--- config.mk ---
export PLATFORM = sky130hd
export DESIGN_NAME = pll_synth_latch_config
export DESIGN_NICKNAME = d
export VERILOG_FILES = /design/src/include/pll_cfg_pkg.sv /design/src/verilog/mod_counter.sv /design/src/verilog/pll_synth_latch_config.sv
export SDC_FILE = /design/constraint.sdc
export NUM_CORES = 1
export LEC_CHECK = 0
export BUFFER_PORTS_ARGS = -buffer_cell sky130_fd_sc_hd__buf_2
export CAP_MARGIN = 5
export CORE_UTILIZATION = 30
export DETAILED_ROUTE_END_ITERATION = 8
export HOLD_SLACK_MARGIN = 0.15
export PLACE_DENSITY = 0.56
export SYNTH_ARGS = -nofsm -noshare
export SYNTH_HDL_FRONTEND = slang
export SYNTH_SLANG_ARGS = --single-unit
--- constraint.sdc ---
create_clock -name ref_clk -period 3.35 [get_ports ref_clk]
set_input_delay 0.335 -clock ref_clk [delete_from_list [all_inputs] [get_ports ref_clk]]
set_output_delay 0.335 -clock ref_clk [all_outputs]
set_load 0.01 [all_outputs]
--- src/include/pll_cfg_pkg.sv ---
// Shared constants for the synthesizer configuration latch logic
package pll_cfg_pkg;
    // ----------------------------------------------------------------
    // Word and latch select
    // ----------------------------------------------------------------
    localparam int LATCH_W = 24;
    localparam logic [1:0] SEL_FUNC = 2'h0;
    localparam logic [1:0] SEL_REF = 2'h1;
    localparam logic [1:0] SEL_FDBK = 2'h2;
    localparam logic [23:0] LATCH_RST = 24'h00_0000;

    // ----------------------------------------------------------------
    // Function latch fields
    // ----------------------------------------------------------------
    localparam int CORE_LSB = 2;
    localparam int CNT_RST_BIT = 4;
    localparam int MUX_LSB = 5;
    localparam int POL_BIT = 8;
    localparam int HIZ_BIT = 9;
    localparam int GAIN_BIT_F = 10;
    localparam int MUTE_BIT = 11;
    localparam int PWR_LSB = 12;
    localparam int CUR1_LSB = 14;
    localparam int CUR2_LSB = 17;

    // ----------------------------------------------------------------
    // Feedback divider latch fields
    // ----------------------------------------------------------------
    localparam int SWAL_LSB = 2;
    localparam int SWAL_W = 5;
    localparam int MAIN_LSB = 8;
    localparam int MAIN_W = 13;
    localparam int GAIN_BIT_N = 21;
    localparam int HALVE_BIT = 22;
    localparam int SRC_BIT = 23;

    // ----------------------------------------------------------------
    // Reference divider latch fields
    // ----------------------------------------------------------------
    localparam int REFDIV_LSB = 2;
    localparam int REFDIV_W = 14;
    localparam int BACKLASH_LSB = 16;
    localparam int PREC_BIT = 18;
    localparam int TEST_BIT = 19;
    localparam int BAND_LSB = 20;

    // ----------------------------------------------------------------
    // Lock detect and output mux
    // ----------------------------------------------------------------
    localparam logic [2:0] LOCK_CYC_FINE = 3'h5;
    localparam logic [2:0] LOCK_CYC_COARSE = 3'h3;
    localparam logic [2:0] MUX_LOW = 3'h0;
    localparam logic [2:0] MUX_LOCK = 3'h1;
    localparam logic [2:0] MUX_FDBK = 3'h2;
    localparam logic [2:0] MUX_HIGH = 3'h3;
    localparam logic [2:0] MUX_REF = 3'h4;
    localparam logic [2:0] MUX_BAND = 3'h5;
    localparam logic [2:0] MUX_MODCTL = 3'h6;

    typedef enum logic {st_unlocked, st_locked} lock_state_t;
endpackage

--- src/verilog/mod_counter.sv ---
// Modulo counter that pulses once every MOD steps
`timescale 1ns/1ps
module mod_counter #(
    parameter int W = 14
) (
    input logic ref_clk,
    input logic sys_rst,
    input logic clear,
    input logic step,
    input logic [W-1:0] modulus,
    output logic tick
);
    logic [W-1:0] cnt_q;
    logic [W-1:0] cnt_d;
    logic tick_q;
    logic tick_d;
    logic at_end;

    // Wrap at modulus minus one, at once if the modulus was lowered; zero never ticks
    always_comb begin
        at_end = (modulus != '0) && (cnt_q >= modulus - W'(1));
        cnt_d = cnt_q;
        tick_d = 1'b0;
        if (clear) begin
            cnt_d = '0;
        end else if (step) begin
            if (at_end) begin
                cnt_d = '0;
                tick_d = 1'b1;
            end else if (modulus != '0) begin
                cnt_d = cnt_q + W'(1);
            end
        end
    end

    // Count registers
    always_ff @(posedge ref_clk) begin
        if (sys_rst) begin
            cnt_q <= '0;
            tick_q <= 1'b0;
        end else begin
            cnt_q <= cnt_d;
            tick_q <= tick_d;
        end
    end

    assign tick = tick_q;
endmodule

--- src/verilog/pll_synth_latch_config.sv ---
// Configuration latches, dividers and lock detect of an integer-N synthesizer
//
// Function
// - Function latch holds pump current setting one and setting two, three bits each.
// - Two-bit output power field selects VCO output power.
// - Mute bit keeps RF outputs off until lock is reported.
// - Gain bit picks pump current two when 1, current one when 0.
// - Three-state bit at 1 floats pump output; host writes 0 normally.
// - Polarity bit 1 is positive, 0 is negative.
// - Three-bit select field chooses the multiplexed output pin source.
// - Counter reset bit holds reference and A, B counters in reset.
// - Feedback latch carries five-bit A value, 0 through 31.
// - Feedback latch carries 13-bit B value, 3 through 8191.
// - Total division equals prescaler modulus times B plus A.
// - Gain bits in function and feedback latches share one flag, latest wins.
// - Bit 22 of feedback latch enables output divide-by-two.
// - Bit 23 of feedback latch feeds halved signal to prescaler.
// - Control bits 0,1 route word to reference divider latch.
// - Reference latch carries 14-bit divide ratio, 1 through 16383.
// - Reference latch bits 16,17 select antibacklash pulse width.
// - Lock after five good reference cycles if precision bit set, else three.
// - Test bit 0 means normal latches only; host always writes 0.
// - Band-select clock field optionally divides reference counter output.
// - Control bits 0,0 route word to function latch.
// - 24 bits shift on serial clock rises; strobe rise latches them.
`timescale 1ns/1ps
module pll_synth_latch_config #(
    parameter int PRESCALE = 8,
    parameter int RATIO_W = 24
) (
    input logic ref_clk,
    input logic sys_rst,
    input logic ser_clk,
    input logic ser_data,
    input logic latch_strobe,
    input logic phase_ok,
    input logic presc_pulse,
    output logic [2:0] pump_current_sel,
    output logic pump_hiz,
    output logic detector_polarity,
    output logic pump_gain_flag,
    output logic [1:0] out_power,
    output logic [1:0] core_current,
    output logic rf_out_en,
    output logic counters_held,
    output logic halve_output,
    output logic prescaler_src_sel,
    output logic modulus_plus_one,
    output logic [RATIO_W-1:0] feedback_ratio,
    output logic [1:0] backlash_width,
    output logic lock_precision,
    output logic factory_test_flag,
    output logic ref_tick,
    output logic band_clk_tick,
    output logic fdbk_tick,
    output logic lock_detect,
    output logic multiplexed_output_pin
);

    // ----------------------------------------------------------------
    // Serial input register
    // ----------------------------------------------------------------
    logic [23:0] shift_q;
    logic [23:0] shift_d;
    logic ser_clk_q;
    logic strobe_q;
    logic ser_rise;
    logic strobe_rise;

    // Shift on serial clock rise, spot strobe rise
    always_comb begin
        ser_rise = ser_clk && !ser_clk_q;
        strobe_rise = latch_strobe && !strobe_q;
        shift_d = shift_q;
        if (ser_rise) begin
            shift_d = {shift_q[22:0], ser_data};
        end
    end

    // Serial registers
    always_ff @(posedge ref_clk) begin
        if (sys_rst) begin
            shift_q <= pll_cfg_pkg::LATCH_RST;
            ser_clk_q <= 1'b0;
            strobe_q <= 1'b0;
        end else begin
            shift_q <= shift_d;
            ser_clk_q <= ser_clk;
            strobe_q <= latch_strobe;
        end
    end

    // ----------------------------------------------------------------
    // Latches
    // ----------------------------------------------------------------
    logic [23:0] func_q;
    logic [23:0] func_d;
    logic [23:0] fdbk_q;
    logic [23:0] fdbk_d;
    logic [23:0] refl_q;
    logic [23:0] refl_d;
    logic gain_q;
    logic gain_d;
    logic [1:0] sel;

    // Route strobed word by its control bits
    always_comb begin
        sel = shift_q[1:0];
        func_d = func_q;
        fdbk_d = fdbk_q;
        refl_d = refl_q;
        gain_d = gain_q;
        if (strobe_rise) begin
            if (sel == pll_cfg_pkg::SEL_FUNC) begin
                func_d = shift_q;
                gain_d = shift_q[pll_cfg_pkg::GAIN_BIT_F];
            end else if (sel == pll_cfg_pkg::SEL_REF) begin
                refl_d = shift_q;
            end else if (sel == pll_cfg_pkg::SEL_FDBK) begin
                fdbk_d = shift_q;
                gain_d = shift_q[pll_cfg_pkg::GAIN_BIT_N];
            end
        end
    end

    // Latch registers
    always_ff @(posedge ref_clk) begin
        if (sys_rst) begin
            func_q <= pll_cfg_pkg::LATCH_RST;
            fdbk_q <= pll_cfg_pkg::LATCH_RST;
            refl_q <= pll_cfg_pkg::LATCH_RST;
            gain_q <= 1'b0;
        end else begin
            func_q <= func_d;
            fdbk_q <= fdbk_d;
            refl_q <= refl_d;
            gain_q <= gain_d;
        end
    end

    // ----------------------------------------------------------------
    // Field decode
    // ----------------------------------------------------------------
    logic [2:0] cur1;
    logic [2:0] cur2;
    logic [4:0] swallow_val;
    logic [12:0] main_val;
    logic [13:0] refdiv_val;
    logic [1:0] band_sel;
    logic cnt_reset;
    logic mute_req;

    // Slice latches into named fields
    always_comb begin
        cur1 = func_q[pll_cfg_pkg::CUR1_LSB +: 3];
        cur2 = func_q[pll_cfg_pkg::CUR2_LSB +: 3];
        cnt_reset = func_q[pll_cfg_pkg::CNT_RST_BIT];
        mute_req = func_q[pll_cfg_pkg::MUTE_BIT];
        swallow_val = fdbk_q[pll_cfg_pkg::SWAL_LSB +: pll_cfg_pkg::SWAL_W];
        main_val = fdbk_q[pll_cfg_pkg::MAIN_LSB +: pll_cfg_pkg::MAIN_W];
        refdiv_val = refl_q[pll_cfg_pkg::REFDIV_LSB +: pll_cfg_pkg::REFDIV_W];
        band_sel = refl_q[pll_cfg_pkg::BAND_LSB +: 2];
    end

    // Direct register outputs
    assign pump_gain_flag = gain_q;
    assign pump_hiz = func_q[pll_cfg_pkg::HIZ_BIT];
    assign detector_polarity = func_q[pll_cfg_pkg::POL_BIT];
    assign out_power = func_q[pll_cfg_pkg::PWR_LSB +: 2];
    assign core_current = func_q[pll_cfg_pkg::CORE_LSB +: 2];
    assign counters_held = cnt_reset;
    assign halve_output = fdbk_q[pll_cfg_pkg::HALVE_BIT];
    assign prescaler_src_sel = fdbk_q[pll_cfg_pkg::SRC_BIT];
    assign backlash_width = refl_q[pll_cfg_pkg::BACKLASH_LSB +: 2];
    assign lock_precision = refl_q[pll_cfg_pkg::PREC_BIT];
    assign factory_test_flag = refl_q[pll_cfg_pkg::TEST_BIT];

    // ----------------------------------------------------------------
    // Reference and feedback counters
    // ----------------------------------------------------------------
    // Reference counter, held while counter reset is set
    mod_counter #(.W(pll_cfg_pkg::REFDIV_W)) u_ref_cnt (
        .ref_clk(ref_clk),
        .sys_rst(sys_rst),
        .clear(cnt_reset),
        .step(1'b1),
        .modulus(refdiv_val),
        .tick(ref_tick)
    );

    // B counter counts prescaler output pulses
    mod_counter #(.W(pll_cfg_pkg::MAIN_W)) u_main_cnt (
        .ref_clk(ref_clk),
        .sys_rst(sys_rst),
        .clear(cnt_reset),
        .step(presc_pulse),
        .modulus(main_val),
        .tick(fdbk_tick)
    );

    logic [4:0] swal_q;
    logic [4:0] swal_d;
    logic mpo_q;
    logic mpo_d;
    logic [RATIO_W-1:0] ratio_q;
    logic [RATIO_W-1:0] ratio_d;
    logic [2:0] band_cnt_q;
    logic [2:0] band_cnt_d;
    logic [2:0] band_mask;
    logic band_q;
    logic band_d;

    // A counter, ratio and band-select divider
    always_comb begin
        swal_d = swal_q;
        if (cnt_reset || fdbk_tick) begin
            swal_d = '0;
        end else if (presc_pulse && swal_q < swallow_val) begin
            swal_d = swal_q + 5'h1;
        end
        mpo_d = !cnt_reset && (swal_d < swallow_val);
        ratio_d = RATIO_W'(PRESCALE) * RATIO_W'(main_val)
            + RATIO_W'(swallow_val);
        case (band_sel)
            2'h0: band_mask = 3'h0;
            2'h1: band_mask = 3'h1;
            2'h2: band_mask = 3'h3;
            default: band_mask = 3'h7;
        endcase
        band_cnt_d = band_cnt_q;
        band_d = 1'b0;
        if (cnt_reset) begin
            band_cnt_d = '0;
        end else if (ref_tick) begin
            band_d = (band_cnt_q & band_mask) == band_mask;
            band_cnt_d = band_cnt_q + 3'h1;
        end
    end

    // Divider state registers
    always_ff @(posedge ref_clk) begin
        if (sys_rst) begin
            swal_q <= '0;
            mpo_q <= 1'b0;
            ratio_q <= '0;
            band_cnt_q <= '0;
            band_q <= 1'b0;
        end else begin
            swal_q <= swal_d;
            mpo_q <= mpo_d;
            ratio_q <= ratio_d;
            band_cnt_q <= band_cnt_d;
            band_q <= band_d;
        end
    end

    assign modulus_plus_one = mpo_q;
    assign feedback_ratio = ratio_q;
    assign band_clk_tick = band_q;

    // ----------------------------------------------------------------
    // Lock detect, mute and pump current select
    // ----------------------------------------------------------------
    pll_cfg_pkg::lock_state_t lock_q;
    pll_cfg_pkg::lock_state_t lock_d;
    logic [2:0] good_q;
    logic [2:0] good_d;
    logic [2:0] need;
    logic rf_q;
    logic rf_d;
    logic [2:0] cur_q;
    logic [2:0] cur_d;

    // Count consecutive good reference cycles
    always_comb begin
        need = lock_precision ? pll_cfg_pkg::LOCK_CYC_FINE
            : pll_cfg_pkg::LOCK_CYC_COARSE;
        lock_d = lock_q;
        good_d = good_q;
        if (cnt_reset) begin
            lock_d = pll_cfg_pkg::st_unlocked;
            good_d = '0;
        end else if (ref_tick) begin
            case (lock_q)
                pll_cfg_pkg::st_unlocked: begin
                    if (!phase_ok) begin
                        good_d = '0;
                    end else if (good_q + 3'h1 >= need) begin
                        good_d = '0;
                        lock_d = pll_cfg_pkg::st_locked;
                    end else begin
                        good_d = good_q + 3'h1;
                    end
                end
                default: begin
                    if (!phase_ok) begin
                        lock_d = pll_cfg_pkg::st_unlocked;
                    end
                end
            endcase
        end
        rf_d = !(mute_req && lock_q != pll_cfg_pkg::st_locked);
        cur_d = gain_q ? cur2 : cur1;
    end

    // Lock and output registers
    always_ff @(posedge ref_clk) begin
        if (sys_rst) begin
            lock_q <= pll_cfg_pkg::st_unlocked;
            good_q <= '0;
            rf_q <= 1'b0;
            cur_q <= '0;
        end else begin
            lock_q <= lock_d;
            good_q <= good_d;
            rf_q <= rf_d;
            cur_q <= cur_d;
        end
    end

    assign lock_detect = (lock_q == pll_cfg_pkg::st_locked);
    assign rf_out_en = rf_q;
    assign pump_current_sel = cur_q;

    // ----------------------------------------------------------------
    // Multiplexed output pin
    // ----------------------------------------------------------------
    logic mux_q;
    logic mux_d;

    // Pick internal signal by select field
    always_comb begin
        case (func_q[pll_cfg_pkg::MUX_LSB +: 3])
            pll_cfg_pkg::MUX_LOCK: mux_d = lock_detect;
            pll_cfg_pkg::MUX_FDBK: mux_d = fdbk_tick;
            pll_cfg_pkg::MUX_HIGH: mux_d = 1'b1;
            pll_cfg_pkg::MUX_REF: mux_d = ref_tick;
            pll_cfg_pkg::MUX_BAND: mux_d = band_clk_tick;
            pll_cfg_pkg::MUX_MODCTL: mux_d = modulus_plus_one;
            default: mux_d = 1'b0;
        endcase
    end

    // Mux output register
    always_ff @(posedge ref_clk) begin
        if (sys_rst) begin
            mux_q <= 1'b0;
        end else begin
            mux_q <= mux_d;
        end
    end

    assign multiplexed_output_pin = mux_q;
endmodule

Yosys cells after proc, flatten, opt, wreduce, memory -nomap -nowiden

Cells that the tools add are included.

Flip-flop bits (word level): 165
Output and inout bits: 48
Word-level logic and storage cells: 99

Add/subtract/negate cells: 8
Magnitude comparators: 5
Equal/unequal tests: 12
Muxes and demuxes: 19
Bitwise operators: 6
Reduce and logical (&&, ||, !) cells: 28

Operators by type and width:

| cell                  | number |
|---|---|
| $mux 13               | 2 |
| $add 16x5->17         | 1 |
| $add 14x1->14 const B | 1 |
| $ge 14x14->1          | 1 |
| $reduce_bool 14->1    | 1 |
| $sub 14x1->14 const B | 1 |
| $add 13x1->13 const B | 1 |
| $ge 13x13->1          | 1 |
| $reduce_bool 13->1    | 1 |
| $sub 13x1->13 const B | 1 |
| $mux 3                | 4 |
| $lt 5x5->1            | 2 |
| $mux 5                | 2 |
| $eq 3x3->1 const B    | 3 |
| $mux 1                | 9 |
| $pmux 3 s3            | 1 |
| $reduce_or 3->1       | 3 |
| $logic_and 1x1->1     | 7 |
| $add 3x1->3 const B   | 2 |
| $eq 3x2->1 const B    | 2 |
| $pmux 1 s6            | 1 |
| $reduce_and 2->1      | 3 |
| $reduce_and 3->1      | 2 |
| $add 5x1->5 const B   | 1 |
| 14 further kinds      | 25 |

Logic depth before layout (Yosys ltp)

Word-level depth: 6
Mapped depth: 14

Hierarchy

Synthesis repeated with hierarchy kept, for this count alone.

Cell total of the unflattened synthesis: 881
Area total of the unflattened synthesis: 7,268.2 um^2

By module, submodules not included:

| module                    | instances | cells an instance | area an instance (um^2) | sequential area each (um^2) |
|---|---|---|---|---|
| pll_synth_latch_config    | 1         | 584               | 4,750.8                 | 2,402.3 |
| mod_counter at u_ref_cnt  | 1         | 151               | 1,292.5                 | 300.3 |
| mod_counter at u_main_cnt | 1         | 146               | 1,224.9                 | 280.3 |

Least setup slack after synthesis

No wires, ideal clock.

Kind: register to register
Start: register refl_q[4]
End: register u_ref_cnt.cnt_q[9]
Library setup time: 0.074 ns
Arrival time: 2.703 ns
Setup slack: 0.573 ns
Stages on the path, launching flop included: 15
Cells stage by stage: dfxtp_1 -> nor2_1 -> nand3_1 -> nor3_1 -> nand2_1 -> nor4_1 -> xnor2_1 -> ha_1 -> a21o_1 -> a211oi_1 -> o22ai_1 -> a21oi_1 -> clkbuf_1 -> nand4_1 -> o21ai_0

Cells in the longest elaborated chain, start to end: 4

Ends and longest elaborated chain:

| item                      | line                          | source |
|---|---|---|
| start: declaration        | pll_synth_latch_config.sv:100 | `logic [23:0] refl_q;` |
| start signal: assignment  | pll_synth_latch_config.sv:131 | `refl_q <= pll_cfg_pkg::LATCH_RST;` |
| start signal: assignment  | pll_synth_latch_config.sv:136 | `refl_q <= refl_d;` |
| $sub 14x1->14             | mod_counter.sv:21             | `at_end = (modulus != '0) && (cnt_q >= modulus - W'(1));` |
| $ge 14x14->1              | mod_counter.sv:21             |  |
| $logic_and 1x1->1         | mod_counter.sv:21             |  |
| $reduce_or 3->1 (no line) | --                            |  |
| end signal: assignment    | mod_counter.sv:42             | `cnt_q <= cnt_d;` |
| end: declaration          | mod_counter.sv:13             | `logic [W-1:0] cnt_q;` |

Parallel ways exist; a longest one is shown, timed or not.
A chain may end at the register's enable or synchronous reset.

Final worst setup path

Start: register fdbk_q[12]
End: register u_main_cnt.cnt_q[10]

Cells in the longest elaborated chain, start to end: 5

Ends and longest elaborated chain:

| item                        | line                          | source |
|---|---|---|
| start: declaration          | pll_synth_latch_config.sv:98  | `logic [23:0] fdbk_q;` |
| start signal: assignment    | pll_synth_latch_config.sv:130 | `fdbk_q <= pll_cfg_pkg::LATCH_RST;` |
| start signal: assignment    | pll_synth_latch_config.sv:135 | `fdbk_q <= fdbk_d;` |
| $sub 13x1->13               | mod_counter.sv:21             |  |
| $ge 13x13->1                | mod_counter.sv:21             |  |
| $logic_and 1x1->1           | mod_counter.sv:21             |  |
| $reduce_bool 2->1 (no line) | --                            |  |
| $reduce_and 2->1 (no line)  | --                            |  |
| end signal: assignment      | mod_counter.sv:42             |  |
| end: declaration            | mod_counter.sv:13             |  |

Parallel ways exist; a longest one is shown, timed or not.

==> summary.txt <==
Worst setup path
  • Startpoint Class: flip-flop
  • RR Endpoint: u_main_cnt.cnt_q[10]
  • Crit end category: flip-flop
  • FF-to-FF path depth: 10
  • Worst reg2reg startpoint: fdbk_q[12]
  • Worst path cell trace: nor4_4 -> and3_1 -> xnor2_1 -> ha_1 -> and4_1 -> and2_1 -> a311oi_1 -> o21a_1 -> o21ai_1 -> nor2_1
  • Crit path DAT: 3310 ps
  • Slowest stage delay, CP: 680 ps
  • Setup Crit Path Kind: reg2reg
  • Reg-to-reg slack, setup: 330 ps
  • Data required, critical path: 3640 ps
  • Critical path's top delay family: simple AND/OR/NAND/NOR gates
  • WP buf/inv: 0
  • CP max stage cell: o21ai_1
  • Worst Path Max Fanout: 13

CTS
  • Worst-path clk slew: 70 ps
  • CTS Buffer Depth: 2
  • TritonCTS Buffers: 17
  • CTS tree: built
  • Root buf cell: clkbuf_16
  • Clock sink count: 149
  • Clock latency at the later pin of the worst-skew pair: 430 ps
  • H-tree levels: 4

Floorplanning
  • Ports: 55
  • Initial core utilization: 0.305
  • Die Wd: 156 um
  • Die area: 24400 um2
  • Die height: 156 um
  • Core area: 23400 um2
  • Site Rows: 56

Final layout
  • Most common cell after layout, fill and taps aside: nand2_1
  • Fillers: 2481
  • Core Util, Final: 0.351
  • Share of layout cells above drive strength 1: 0.117
  • Area Overhead vs Synth: 15.0%
  • Nets: 945
  • Number of diodes: 0
  • Most frequent cells in the layout: nand2_1 (196), dfxtp_1 (149), a21oi_1 (97)

Timing
  • Hold Fails Final Rpt: 0
  • Rel. slew slack: 0.366
  • Final Cycle Share: 0.902
  • Final max-slew violation count: 0
  • Clock Skew: 10.1 ps
  • Fmax: 0.331 GHz
  • Least-Margin Pin Slew: 951 ps
  • RSZ-0062 raised after global routing: no
  • TNS Setup: 0 ps
  • Fin worst setup slack: 328 ps
  • Hold slack final: 197 ps
  • Setup violators final: 0
  • Period minus WS final: 3020 ps

Synth
  • Avg Inst Size Synth: 8.26 um2
  • Sequential fraction of the synthesis area: 0.417
  • Share of flip-flops with an asynchronous set or reset: 0
  • Ys Warns: 0
  • Synth cell types: 59
  • Primary FF master, synth: dfxtp_1
  • EDFF count, synth: 0
  • Syn Inst Count: 865
  • #FFs+latches synth: 149
  • Post-Syn Area: 7150 um2

GRT
  • Overflow after GRT: 0
  • Largest net degree at the start of global routing: 95
  • Vias in the first global route: 5481
  • Initial antenna violation count: 0
  • Total track usage: 0.145
  • First-pass GRT wire length: 28000 um

Power and ir drop
  • Leak: 3.29 nW
  • Worst vdd ir: 254 uV
  • Power per Cell Area: 462 nW/um2

Route
  • Vias per cell: 4.60
  • Routed wire length: 16300 um
  • Via count: 5626
  • Detailed-router iteration count before antenna repair: 4
  • WL/cell: 13.3 um
  • DRC viols: 0
  • DR iter-0 viols: 323
  • Routed Antenna Nets: 0

Placement
  • I/O Buffers: 47
  • RD Place Congestion: 0.767
  • Setup slack after placement: 286 ps
  • Detailed placement HPWL: 11500 um

Outcome
  • Status: finished clean

Hold path
  • Hold path cells: 2
  • WHS Endpoint: func_q[4]
  • Worst Hold Launch: sys_rst
  • HP Class: in2reg

Run
  • Max Cap Viol: 0
## where the power goes
part / internal, W / switching [W] / leakage (nW) / total (W)
Clock: 0.00101 / 0.000903 / 0.289 / 0.00191
Sequential: 0.00178 / 0.00000896 / 1.20 / 0.00179
Combinational: 0.0000238 / 0.0000759 / 1.80 / 0.0000997
## cell type report
cell class,count,area [um2],area share
Timing Repair Buffer,60,343,0.0417
Multi-Input combinational cell,641,3810,0.464
Tap cell,319,399,0.0486
Sequential cell,149,2980,0.363
Clock inverter,15,176,0.0215
Clock buffer,17,425,0.0518
Inverter,21,78.8,0.00959
## per-layer routing
| metal | routed length (um) | vias to the layer above | GRT usage | share of wire |
|---|---|---|---|---|
| met3 | 418 | 13 | 0.0246 | 0.026 |
| met2 | 7290 | 75 | 0.224 | 0.45 |
| met4 | 226 | 0 | 0.0584 | 0.014 |
| met1 | 8380 | 2594 | 0.199 | 0.51 |
| met5 | 0 | - | 0 | 0 |
| li1 | - | 2944 | - | - |
## worst max-delay path by stage
stage	start	endpoint	slack (ps)	cells past startpoint
after floorplan	refl_q[4]	u_ref_cnt.cnt_q[9]	570	14
after global placement	fdbk_q[12]	u_main_cnt.cnt_q[3]	320	10
after detailed placement	fdbk_q[12]	u_main_cnt.cnt_q[1]	290	10
after CTS	fdbk_q[12]	u_main_cnt.cnt_q[11]	280	10
after global routing	fdbk_q[12]	u_main_cnt.cnt_q[8]	4	10
final	fdbk_q[12]	u_main_cnt.cnt_q[10]	330	10
## Yosys cell counts, types with 3 or more instances
master,n,area share
ha_1,47,0.082
a21oi_1,97,0.068
nor2b_1,11,0.0096
mux2i_1,7,0.0098
xnor2_1,30,0.037
nand2_1,196,0.10
or2_2,3,0.0026
a211oi_1,4,0.0042
and2_1,5,0.0044
o21ai_1,3,0.0021
nor4b_1,3,0.0037
xor2_1,26,0.032
buf_1,4,0.0021
inv_1,21,0.011
buf_4,14,0.015
nor4_1,8,0.0070
nand2b_1,4,0.0035
a21o_1,6,0.0063
nor2_1,70,0.037
clkbuf_1,30,0.016
buf_2,10,0.0070
nand3_1,18,0.013
and3_1,9,0.0079
a22oi_1,3,0.0032
nor3_1,17,0.012
o21ai_0,12,0.0084
o21a_1,4,0.0042
nand4_1,14,0.012
and4_1,3,0.0037
dfxtp_1,149,0.42
## registers in the layout, indices dropped and copies added (netlist names), 5 cells and up
register / flops
u_ref_cnt.cnt_q: 14
refl_q: 20
feedback_ratio: 17
swal_q: 5
func_q: 17
u_main_cnt.cnt_q: 13
shift_q: 24
fdbk_q: 20
## through the flow
step	total power, W	cell area, um2	cells
after floorplan	0.00190	7170	871
after global placement	0.00192	7580	1187
after detailed placement	0.00192	7580	1187
after CTS	0.00385	8210	1222
after global routing	0.00396	8220	1222
final	0.00380	8220	1222
## logic make-up (layout without fill, tap and decap cells)
logic type / Yosys count / count (layout) / share of synthesized area
adders and majority gates: 48 / 48 / 0.0851
other: 1 / 7 / 0.000525
DFF: 149 / 149 / 0.417
AOI/OAI and AO/OA: 145 / 145 / 0.117
muxes: 7 / 7 / 0.00980
xor gates and xnor gates: 57 / 57 / 0.0709
and+or+nand+nor: 377 / 377 / 0.245
buffers and inverters: 81 / 113 / 0.0541
## timing repair
action                                  CTS  global route
hold buffers                              3             0
gates resized for setup                   0             1
endpoints found under the setup margin    0            11
hold endpoints to repair                  3             0
buffers inserted                          0             0
Note: power is estimated with default switching activity, not from simulation.
